`config.mk`:
```
export PLATFORM = sky130hd
export DESIGN_NAME = arc_run_control
export DESIGN_NICKNAME = d
export VERILOG_FILES = /design/src/verilog/arc_pkg.sv /design/src/verilog/arc_ms_timer.sv /design/src/verilog/arc_run_control.sv /design/src/verilog/arc_sample_pack.sv
export VERILOG_INCLUDE_DIRS = /design/src /design/src/verilog
export SDC_FILE = /design/constraint.sdc
export NUM_CORES = 2
export LEC_CHECK = 0
export ABC_AREA = 1
export BUFFER_PORTS_ARGS = -buffer_cell sky130_fd_sc_hd__buf_2
export CORE_MARGIN = 4
export CORE_UTILIZATION = 45
export DETAILED_ROUTE_END_ITERATION = 12
export PLACE_DENSITY = 0.64
export RECOVER_POWER = 25
export SYNTH_ARGS = -nofsm -noshare
export SYNTH_HDL_FRONTEND = slang
export SYNTH_HIERARCHICAL = 1
export SYNTH_SLANG_ARGS = --single-unit
```
`constraint.sdc`:
```
create_clock -name clk_sys -period 7.9 [get_ports clk_sys]
set_clock_uncertainty 0.05 [all_clocks]
set_input_delay 0.79 -clock clk_sys [delete_from_list [all_inputs] [get_ports clk_sys]]
set_output_delay 0.79 -clock clk_sys [all_outputs]
set_load 0.02 [all_outputs]
```
`src/verilog/arc_map.svh`:
```
// Register indices, command and status codes, limits and timing for run control
`ifndef ARC_MAP_SVH
`define ARC_MAP_SVH
`define ARC_IDX_W          19
`define ARC_IDX_COMMAND    19'h00000
`define ARC_IDX_RUN_STATE  19'h0000A
`define ARC_IDX_WAIT_MS    19'h480DA
`define ARC_IDX_REC_LEN    19'h02710
`define ARC_IDX_POST       19'h02774
`define ARC_IDX_CHAN_SEL   19'h03000
`define ARC_IDX_DIG_MODE   19'h03001
`define ARC_IDX_SETTLE     19'h03002
`define ARC_IDX_FLAGS      19'h03003
`define ARC_CMD_START      32'h0000000A
`define ARC_CMD_START_IRQ  32'h0000000B
`define ARC_CMD_STOP       32'h00000014
`define ARC_STS_ARMED      32'h00000000
`define ARC_STS_TRIG       32'h0000000A
`define ARC_STS_STOPPED    32'h00000014
`define ARC_POST_MAX_ONE   32'h08000000
`define ARC_MIN_ONE        32'h00000020
`define ARC_MIN_MULTI      32'h00000010
`define ARC_STEP_ONE       32'h00000020
`define ARC_SEL_CH0        2'h0
`define ARC_SEL_CH01       2'h1
`define ARC_SEL_CH02       2'h2
`define ARC_SEL_ALL        2'h3
`define ARC_DIG_OFF        2'h0
`define ARC_DIG_FOUR       2'h1
`define ARC_DIG_TWO        2'h2
`define ARC_DIG_REPLACE    2'h3
`define ARC_FLAG_DONE      3'h1
`define ARC_FLAG_TIMEOUT   3'h2
`define ARC_FLAG_SETUP     3'h4
`define ARC_RESP_OKAY      2'h0
`define ARC_RESP_SLVERR    2'h2
`define ARC_MS_NS          1000000
`define ARC_CLK_NS         5
`endif

```
`src/verilog/arc_pkg.sv`:
```
// Types shared by the run control block
package arc_pkg;
  typedef enum logic [2:0] {
    ARC_IDLE, ARC_SETTLE, ARC_FILL, ARC_ARMED, ARC_POST
  } arc_state_t;
  typedef logic [1:0] arc_dig_t;
endpackage

```
`src/verilog/arc_ms_timer.sv`:
```
// Millisecond wait timer with a zero limit meaning no limit
`timescale 1ns/10ps
`include "arc_map.svh"
module arc_ms_timer #(
  parameter int MS_CYCLES = `ARC_MS_NS / `ARC_CLK_NS
) (
  input  wire logic        clk_sys,
  input  wire logic        srst,
  input  wire logic        run,
  input  wire logic        clear,
  input  wire logic [31:0] limit,
  output logic             expired
);
  typedef struct packed {
    logic [31:0] sub;
    logic [31:0] ms;
  } arc_tmr_t;
  arc_tmr_t st;
  arc_tmr_t next_st;
  if (MS_CYCLES < 1) begin : g_ms_check
    $error("MS_CYCLES must be at least one");
  end
  always_comb begin
    next_st = st;
    if (clear || !run) begin
      next_st = '0;
    end else if (st.sub == 32'(MS_CYCLES - 1)) begin
      next_st.sub = '0;
      next_st.ms  = st.ms + 32'h00000001;
    end else begin
      next_st.sub = st.sub + 32'h00000001;
    end
  end
  always_ff @(posedge clk_sys) begin
    if (srst) st <= '0;
    else      st <= next_st;
  end
  assign expired = run && (limit != 32'h00000000) && (st.ms >= limit);
endmodule // arc_ms_timer

```
`src/verilog/arc_run_control.sv`:
```
// Acquisition run control: register slave, run state machine, sample writer
// Operation
// - Post-trigger count capped 128M/64M/32M samples
// - Pretrigger equals record length minus post count
// - Records into a ring until trigger
// - Trigger disarmed until pretrigger filled
// - Code 10 starts with prior programmed setup
// - Start latches setup except the wait limit, which stays live, before running
// - Wait settling delay when relays fitted
// - Code 20 halts immediately in any state
// - Status 0 armed, 10 triggered, 20 stopped
// - Stops itself after post-trigger samples
// - Code 11 starts, interrupt on finish
// - Millisecond timeout ends interrupt wait, zero infinite
// - Data written into memory channels 0 and 1
// - Channel 0 interleaves active channels per sample
// - Sixteen-bit two's complement converter words
// - Four-bit mode: digital in top four
// - Two-bit mode: digital in top two
// - Replace mode: one channel carries sixteen digitals
// - Off mode inserts no digital bits
`timescale 1ns/10ps
`include "arc_map.svh"
module arc_run_control #(
  parameter int AW        = 27,
  parameter int MS_CYCLES = `ARC_MS_NS / `ARC_CLK_NS
) (
  input  wire logic          clk_sys,
  input  wire logic          srst,
  input  wire logic          s_axi_awvalid,
  output logic               s_axi_awready,
  input  wire logic [20:0]   s_axi_awaddr,
  input  wire logic          s_axi_wvalid,
  output logic               s_axi_wready,
  input  wire logic [31:0]   s_axi_wdata,
  input  wire logic [3:0]    s_axi_wstrb,
  output logic               s_axi_bvalid,
  input  wire logic          s_axi_bready,
  output logic      [1:0]    s_axi_bresp,
  input  wire logic          s_axi_arvalid,
  output logic               s_axi_arready,
  input  wire logic [20:0]   s_axi_araddr,
  output logic               s_axi_rvalid,
  input  wire logic          s_axi_rready,
  output logic      [31:0]   s_axi_rdata,
  output logic      [1:0]    s_axi_rresp,
  input  wire logic          adc_valid,
  input  wire logic [63:0]   adc_data,
  input  wire logic [15:0]   dig_in,
  input  wire logic [31:0]   dig_wide,
  input  wire logic          trig_in,
  input  wire logic          relay_fitted,
  output logic               mem0_we,
  output logic      [AW-1:0] mem0_addr,
  output logic      [15:0]   mem0_data,
  output logic               mem1_we,
  output logic      [AW-1:0] mem1_addr,
  output logic      [15:0]   mem1_data,
  output logic               irq
);
  import arc_pkg::*;
  localparam int IW = `ARC_IDX_W;

  if (AW < 27 || AW > 32) begin : g_aw_check
    $error("AW must hold 128M words and fit 32 bits");
  end

  typedef struct packed {
    logic        aw_full;
    logic [20:0] awaddr;
    logic        w_full;
    logic [31:0] wdata;
    logic [3:0]  wstrb;
    logic        bvalid;
    logic [1:0]  bresp;
    logic        rvalid;
    logic [31:0] rdata;
    logic [1:0]  rresp;
    logic [31:0] cmd;
    logic [31:0] wait_limit;
    logic [31:0] rec_len;
    logic [31:0] post_len;
    logic [1:0]  chan_sel;
    logic [1:0]  dig_mode;
    logic [31:0] settle;
    logic [2:0]  flags;
    arc_state_t  state;
    logic        run_irq;
    logic [1:0]  l_sel;
    logic [1:0]  l_dig;
    logic [31:0] l_rec;
    logic [31:0] l_post;
    logic [31:0] l_pre;
    logic [31:0] l_settle;
    logic [31:0] idx;
    logic [31:0] cnt;
    logic [63:0] words;
    logic [31:0] base;
    logic [1:0]  slot;
    logic [2:0]  slots;
    logic        mem0_we;
    logic [AW-1:0] mem0_addr;
    logic [15:0] mem0_data;
    logic        mem1_we;
    logic [AW-1:0] mem1_addr;
    logic [15:0] mem1_data;
  } arc_main_t;

  arc_main_t st;
  arc_main_t next_st;

  ////////////////////////////////////////////////////////////////////////////////
  function automatic logic [IW-1:0] reg_index(input logic [20:0] addr);
    return addr[20:2];
  endfunction

  function automatic logic [1:0] ch_shift(input logic [1:0] sel);
    return (sel == `ARC_SEL_ALL) ? 2'h2 : ((sel == `ARC_SEL_CH0) ? 2'h0 : 2'h1);
  endfunction

  function automatic logic [1:0] slot_ch(input logic [1:0] sel, input logic [1:0] slot);
    return (sel == `ARC_SEL_CH02) ? {slot[0], 1'b0} : slot;
  endfunction

  function automatic logic [31:0] merge(input logic [31:0] old, input logic [31:0] val,
                                        input logic [3:0] be);
    logic [31:0] res;
    res = old;
    for (int b = 0; b < 4; b++) begin
      if (be[b]) res[8*b +: 8] = val[8*b +: 8];
    end
    return res;
  endfunction

  function automatic logic [31:0] status_code(input arc_state_t s);
    unique case (s)
      ARC_IDLE:  return `ARC_STS_STOPPED;
      ARC_POST:  return `ARC_STS_TRIG;
      default:   return `ARC_STS_ARMED;
    endcase
  endfunction

  ////////////////////////////////////////////////////////////////////////////////
  logic          wr_fire;
  logic [IW-1:0] widx;
  logic [31:0]   wval;
  logic [63:0]   packed_words;
  logic [1:0]    last_ch;
  logic [1:0]    l_sh;
  logic          tmo_hit;
  logic          post_end;

  assign wr_fire  = st.aw_full && st.w_full && !st.bvalid;
  assign widx     = reg_index(st.awaddr);
  assign wval     = merge(st.cmd, st.wdata, st.wstrb);
  assign l_sh     = ch_shift(st.l_sel);
  assign last_ch  = slot_ch(st.l_sel, 2'((3'h1 << l_sh) - 3'h1));
  assign post_end = (st.state == ARC_POST) && adc_valid && (st.cnt + 32'h1 >= st.l_post);

  genvar c;
  for (c = 0; c < 4; c++) begin : g_pack
    arc_sample_pack u_pack (
      .mode    (st.l_dig),
      .replace (last_ch == 2'(c)),
      .adc     (adc_data[16*c +: 16]),
      .dig     (dig_in[4*c +: 4]),
      .dig16   (dig_wide[15:0]),
      .word    (packed_words[16*c +: 16])
    );
  end

  arc_ms_timer #(.MS_CYCLES(MS_CYCLES)) u_timer (
    .clk_sys (clk_sys),
    .srst    (srst),
    .run     (st.run_irq && st.state != ARC_IDLE),
    .clear   (st.state == ARC_IDLE),
    .limit   (st.wait_limit),
    .expired (tmo_hit)
  );

  ////////////////////////////////////////////////////////////////////////////////
  always_comb begin
    logic        cmd_start;
    logic        cmd_stop;
    logic [2:0]  set_f;
    logic [2:0]  clr_f;
    logic [1:0]  sh;
    logic [31:0] post_c;
    logic [31:0] step_m;
    logic [31:0] min_v;
    cmd_start = 1'b0;
    cmd_stop  = 1'b0;
    set_f     = 3'h0;
    clr_f     = 3'h0;
    sh        = ch_shift(st.chan_sel);
    post_c    = 32'h0;
    step_m    = (`ARC_STEP_ONE >> sh) - 32'h1;
    min_v     = (sh == 2'h0) ? `ARC_MIN_ONE : `ARC_MIN_MULTI;
    next_st   = st;
    next_st.mem0_we = 1'b0;
    next_st.mem1_we = 1'b0;

    if (s_axi_awvalid && !st.aw_full) begin
      next_st.aw_full = 1'b1;
      next_st.awaddr  = s_axi_awaddr;
    end
    if (s_axi_wvalid && !st.w_full) begin
      next_st.w_full = 1'b1;
      next_st.wdata  = s_axi_wdata;
      next_st.wstrb  = s_axi_wstrb;
    end
    if (st.bvalid && s_axi_bready) next_st.bvalid = 1'b0;
    if (wr_fire) begin
      next_st.aw_full = 1'b0;
      next_st.w_full  = 1'b0;
      next_st.bvalid  = 1'b1;
      next_st.bresp   = `ARC_RESP_OKAY;
      unique case (widx)
        `ARC_IDX_COMMAND: begin
          next_st.cmd = wval;
          cmd_start = (wval == `ARC_CMD_START) || (wval == `ARC_CMD_START_IRQ);
          cmd_stop  = (wval == `ARC_CMD_STOP);
        end
        `ARC_IDX_WAIT_MS:   next_st.wait_limit = merge(st.wait_limit, st.wdata, st.wstrb);
        `ARC_IDX_REC_LEN:   next_st.rec_len = merge(st.rec_len, st.wdata, st.wstrb);
        `ARC_IDX_POST:      next_st.post_len = merge(st.post_len, st.wdata, st.wstrb);
        `ARC_IDX_SETTLE:    next_st.settle = merge(st.settle, st.wdata, st.wstrb);
        `ARC_IDX_CHAN_SEL:  if (st.wstrb[0]) next_st.chan_sel = st.wdata[1:0];
        `ARC_IDX_DIG_MODE:  if (st.wstrb[0]) next_st.dig_mode = st.wdata[1:0];
        `ARC_IDX_FLAGS:     if (st.wstrb[0]) clr_f = st.wdata[2:0];
        `ARC_IDX_RUN_STATE: next_st.bresp = `ARC_RESP_OKAY;
        default:            next_st.bresp = `ARC_RESP_SLVERR;
      endcase
    end

    if (st.rvalid && s_axi_rready) next_st.rvalid = 1'b0;
    if (s_axi_arvalid && !st.rvalid) begin
      next_st.rvalid = 1'b1;
      next_st.rresp  = `ARC_RESP_OKAY;
      unique case (reg_index(s_axi_araddr))
        `ARC_IDX_COMMAND:   next_st.rdata = st.cmd;
        `ARC_IDX_RUN_STATE: next_st.rdata = status_code(st.state);
        `ARC_IDX_WAIT_MS:   next_st.rdata = st.wait_limit;
        `ARC_IDX_REC_LEN:   next_st.rdata = st.rec_len;
        `ARC_IDX_POST:      next_st.rdata = st.post_len;
        `ARC_IDX_SETTLE:    next_st.rdata = st.settle;
        `ARC_IDX_CHAN_SEL:  next_st.rdata = {30'h0, st.chan_sel};
        `ARC_IDX_DIG_MODE:  next_st.rdata = {30'h0, st.dig_mode};
        `ARC_IDX_FLAGS:     next_st.rdata = {29'h0, st.flags};
        default: begin
          next_st.rdata = 32'h0;
          next_st.rresp = `ARC_RESP_SLVERR;
        end
      endcase
    end

    // Slot drain, one word per cycle
    if (st.slots != 3'h0) begin
      next_st.mem0_we   = 1'b1;
      next_st.mem0_addr = AW'(st.base + {30'h0, st.slot});
      next_st.mem0_data = st.words[16*slot_ch(st.l_sel, st.slot) +: 16];
      next_st.slot      = st.slot + 2'h1;
      next_st.slots     = st.slots - 3'h1;
    end

    // Accept one sample set per converter strobe
    if (adc_valid && (st.state inside {ARC_FILL, ARC_ARMED, ARC_POST})) begin
      next_st.words = packed_words;
      next_st.slot  = 2'h0;
      next_st.slots = 3'(3'h1 << l_sh);
      next_st.base  = st.idx << l_sh;
      next_st.idx   = (st.idx + 32'h1 >= st.l_rec) ? 32'h0 : st.idx + 32'h1;
      // Second digital group to channel 1
      if (st.l_dig == `ARC_DIG_REPLACE) begin
        next_st.mem1_we   = 1'b1;
        next_st.mem1_addr = AW'(st.idx);
        next_st.mem1_data = dig_wide[31:16];
      end
    end

    unique case (st.state)
      ARC_SETTLE: begin
        next_st.cnt = st.cnt + 32'h1;
        if (st.cnt + 32'h1 >= st.l_settle) begin
          next_st.cnt   = 32'h0;
          next_st.state = (st.l_pre == 32'h0) ? ARC_ARMED : ARC_FILL;
        end
      end
      ARC_FILL: begin
        if (adc_valid) begin
          next_st.cnt = st.cnt + 32'h1;
          if (st.cnt + 32'h1 >= st.l_pre) next_st.state = ARC_ARMED;
        end
      end
      ARC_ARMED: begin
        if (trig_in) begin
          next_st.state = ARC_POST;
          next_st.cnt   = 32'h0;
        end
      end
      ARC_POST: begin
        if (adc_valid) next_st.cnt = st.cnt + 32'h1;
        if (post_end) begin
          next_st.state = ARC_IDLE;
          if (st.run_irq) set_f = set_f | `ARC_FLAG_DONE;
        end
      end
      ARC_IDLE: begin
        if (cmd_start) begin
          // Clip post count per channel count
          post_c = (st.post_len > (`ARC_POST_MAX_ONE >> sh)) ?
                   (`ARC_POST_MAX_ONE >> sh) : st.post_len;
          next_st.l_sel    = st.chan_sel;
          next_st.l_dig    = st.dig_mode;
          next_st.l_rec    = st.rec_len;
          next_st.l_post   = post_c;
          next_st.l_pre    = (st.rec_len > post_c) ? st.rec_len - post_c : 32'h0;
          next_st.l_settle = st.settle;
          next_st.run_irq  = (wval == `ARC_CMD_START_IRQ);
          next_st.idx      = 32'h0;
          next_st.cnt      = 32'h0;
          next_st.slots    = 3'h0;
          if (relay_fitted && st.settle != 32'h0) next_st.state = ARC_SETTLE;
          else if (st.rec_len <= post_c)            next_st.state = ARC_ARMED;
          else                                      next_st.state = ARC_FILL;
          if (st.rec_len < min_v || st.post_len < min_v ||
              (st.rec_len & step_m) != 32'h0 || (st.post_len & step_m) != 32'h0) begin
            set_f = set_f | `ARC_FLAG_SETUP;
          end
        end
      end
      default: next_st.state = ARC_IDLE;
    endcase

    // Timeout ends the wait with error
    if (tmo_hit && st.state != ARC_IDLE) begin
      next_st.state = ARC_IDLE;
      next_st.slots = 3'h0;
      set_f = set_f | `ARC_FLAG_DONE | `ARC_FLAG_TIMEOUT;
    end
    // Stop overrides everything except same-cycle done and timeout flags, pending words dropped
    if (cmd_stop) begin
      next_st.state   = ARC_IDLE;
      next_st.slots   = 3'h0;
      next_st.mem0_we = 1'b0;
      next_st.mem1_we = 1'b0;
    end
    // Set wins over a same-cycle clear
    next_st.flags = (st.flags & ~clr_f) | set_f;
  end

  always_ff @(posedge clk_sys) begin
    if (srst) st <= '0;
    else      st <= next_st;
  end

  ////////////////////////////////////////////////////////////////////////////////
  assign s_axi_awready = !st.aw_full;
  assign s_axi_wready  = !st.w_full;
  assign s_axi_bvalid  = st.bvalid;
  assign s_axi_bresp   = st.bresp;
  assign s_axi_arready = !st.rvalid;
  assign s_axi_rvalid  = st.rvalid;
  assign s_axi_rdata   = st.rdata;
  assign s_axi_rresp   = st.rresp;
  assign mem0_we       = st.mem0_we;
  assign mem0_addr     = st.mem0_addr;
  assign mem0_data     = st.mem0_data;
  assign mem1_we       = st.mem1_we;
  assign mem1_addr     = st.mem1_addr;
  assign mem1_data     = st.mem1_data;
  // Done and timeout raise the line; setup warning is poll-only
  assign irq           = |(st.flags & (`ARC_FLAG_DONE | `ARC_FLAG_TIMEOUT));
endmodule // arc_run_control

```
`src/verilog/arc_sample_pack.sv`:
```
// Packs one converter sample with its digital inputs into a 16-bit word
`timescale 1ns/10ps
`include "arc_map.svh"
module arc_sample_pack (
  input  wire arc_pkg::arc_dig_t mode,
  input  wire logic              replace,
  input  wire logic [15:0]       adc,
  input  wire logic [3:0]        dig,
  input  wire logic [15:0]       dig16,
  output logic      [15:0]       word
);
  import arc_pkg::*;
  always_comb begin
    unique case (mode)
      `ARC_DIG_FOUR:    word = {dig[3:0], adc[15:4]};
      `ARC_DIG_TWO:     word = {dig[1:0], adc[15:2]};
      `ARC_DIG_REPLACE: word = replace ? dig16 : adc;
      default:          word = adc;
    endcase
  end
endmodule // arc_sample_pack
```
==> flow_summary.ini <==
[run_status]
violations = capacitance limit, slew limit
status = finished, violations left

[pwr]
p_leak_nw = 20.2
pwr-share-clk = 0.423
p_int_mw = 6.61
p_sw_mw = 2.92
pwr-share-comb = 0.166
sw_frac_of_total = 0.306
p_seq_frac = 0.411
power_mw = 9.52
max-vdd-ir-drop_v = 0.000208
power_per_cell_area_mw_per_mm2 = 202

[cts]
clock-sinks = 708
cts_made_buffers = 85
cts_root_buf = clkbuf_16
htree_levels = 3
path_clk_slew_ps = 60
clockBufferDepth = 3
post-cts-setup-buffers = 0
tritoncts = yes
clk_latency_ps = 650
cts_hold_buf = 0
cts_resized = 0

[placement]
hpwlAfterDp_mm = 112
numPortBuffers = 323
gp_congestion = 0.958
dpl-instance-area_mm2 = 0.0446
dp_slack_ps = 2690
place_inst = 7809

[timing]
setup_viol = 0
hold_viol_final = 0
finalWorstSetupSlack_ps = 1630
post-route-period-util = 0.794
final.min_clock_period_ps = 6270
maxSlewViolCount = 428
tightestPinTransition_ps = 3940
rsz0062_at_grt = false
max_freq_mhz = 159
setup_tns_ps = 0
slew_headroom = -1.63
whs_ps = 310

[routing]
drcViolationCount = 0
drt_iter0_drc = 3944
antenna_left = 0
vias_per_cell = 5.36
via_count = 42700
wire_per_inst_um = 18.6
routed_wl_mm = 148
firstDrtPassIters = 6

[setup_path]
critical_path_arrival_ps = 6760
critPathMaxFanout = 206
start_kind = input pin
reg2reg_slack_ps = 2280
cp-end-kind = register
required_ps = 8390
criticalPathCategory = input pin to register

[logic_synthesis]
seq_area_frac_synth = 0.326
ys_warn_count = 6
synth-edff-count = 0
synth_cells = 6589
synth_cell_type_count = 64
async_flop_share = 0
synth_ff_type = dfxtp_1
synth_area_mm2 = 0.0434
synth_seq_cells = 708
avgSynthCellArea_um2 = 6.59

[cells_and_area]
syn_to_final_growth_pct = 8.85
nets = 7047
drive_above_1_share = 0.0710
design_area_mm2 = 0.0473
final_common_cell = nand2_1
nFillCells = 9983
layout_common_cells = 1432 x nand2_1, 904 x inv_1, 706 x dfxtp_1
final_cells = 7970
fin_util = 0.496

[die]
top_level_ports = 330
die-area_mm2 = 0.102
rows = 113
core_mm2 = 0.0953
chipWidth_um = 319
start_util = 0.456
die_y_um = 319

[global_routing]
antenna_found_initial = 8
grtUsageTotal = 0.280
grt.overflow.total = 0
grt_pass1_vias = 39400
grt_max_degree = 207
grt_first_pass_wirelength_mm = 228

[run]
drv_cap = 5

[worst_hold_path]
hp-class = input pin to register
[synth_stat cells, types with 19 or more instances]
master    number  share of area
xnor2_1       21         0.0042
inv_1        903          0.078
o21ai_0      522          0.060
nor2_1       662          0.057
ha_1         214          0.062
dfxtp_1      708           0.33
a211oi_1      82          0.014
a21oi_1      505          0.058
nand3_1      500          0.058
nor4_1        46         0.0066
buf_2         61         0.0070
nand4_1      131          0.019
xor2_1        88          0.018
o21bai_1      19         0.0033
buf_6         38         0.0099
o21ai_1       33         0.0038
nor3_1        99          0.011
nand2_1     1433           0.12
clkbuf_1     167          0.014
nand3_2       21         0.0048
buf_4        138          0.024
[cell families (layout without fill, tap and decap cells)]
| kind of cell | Yosys count | after routing | share of synthesized area |
|---|---|---|---|
| buffers and inverters | 1344 | 1451 | 0.138 |
| other | 2 | 11 | 0.000173 |
| AND/OR/NAND/NOR | 2975 | 2975 | 0.297 |
| flip-flops | 708 | 708 | 0.326 |
| AO/OA/AOI/OAI | 1235 | 1235 | 0.153 |
| XOR/XNOR | 109 | 109 | 0.0220 |
| adder cells (fa/ha/maj) | 216 | 216 | 0.0626 |
[power groups by stage]
stage	combinational (mW)	clock, mW	sequential [mW]
CTS	1.59	4.09	3.91
finish	1.58	4.03	3.91
global route	1.76	4.24	3.93
detailed placement	1.59	0	3.98
global placement	1.57	0	3.98
floorplan	1.22	0	3.93
[sequential cells by signal, indices dropped and copies added (netlist names)]
register	count
u_timer/st	64
mem0_we	1
mem1_we	1
mem1_addr	27
s_axi_rvalid	1
s_axi_rdata	32
s_axi_rresp	1
st	520
s_axi_bresp	1
mem0_addr	27
mem1_data	16
s_axi_bvalid	1
mem0_data	16
[final timing paths]
check | from | to | cells past startpoint
worst min-delay path | s_axi_awaddr[19] | st[650]$_SDFFE_PP0P_ | 3
worst min register to register | st[346]$_SDFFE_PP0P_ | st[346]$_SDFFE_PP0P_ | 2
worst max register to register | st[649]$_SDFFE_PP0P_ | st[88]$_SDFF_PP0_ | 11
worst max-delay path | srst | st[351]$_SDFFE_PP0P_ | 5
[metal layers]
metal / up-vias / wire (um) / GRT usage
met2: 1378 / 69800 / 0.478
met4: 2 / 5370 / 0.0959
li1: 21400 / - / -
met3: 278 / 9170 / 0.0381
met5: - / 12 / 0
met1: 19600 / 63700 / 0.363
[cell type report]
class                           count  area (um2)  area share
Clock inverter                     31         324     0.00686
Tap cell                         1265        1580      0.0335
Timing Repair Buffer              362        1750      0.0370
Multi-Input combinational cell   4541       23300       0.493
Inverter                          933        3570      0.0755
Antenna cell                        5        12.5    0.000265
Sequential cell                   708       14200       0.300
Clock buffer                      125        2560      0.0542
[critical path, stage by stage]
cell and delay [ps]:
buf_6 170, clkinvlp_2 1170, clkbuf_2 2930, o21ai_0 1210
a21oi_1 370
Power figures use the tool's default switching activity.
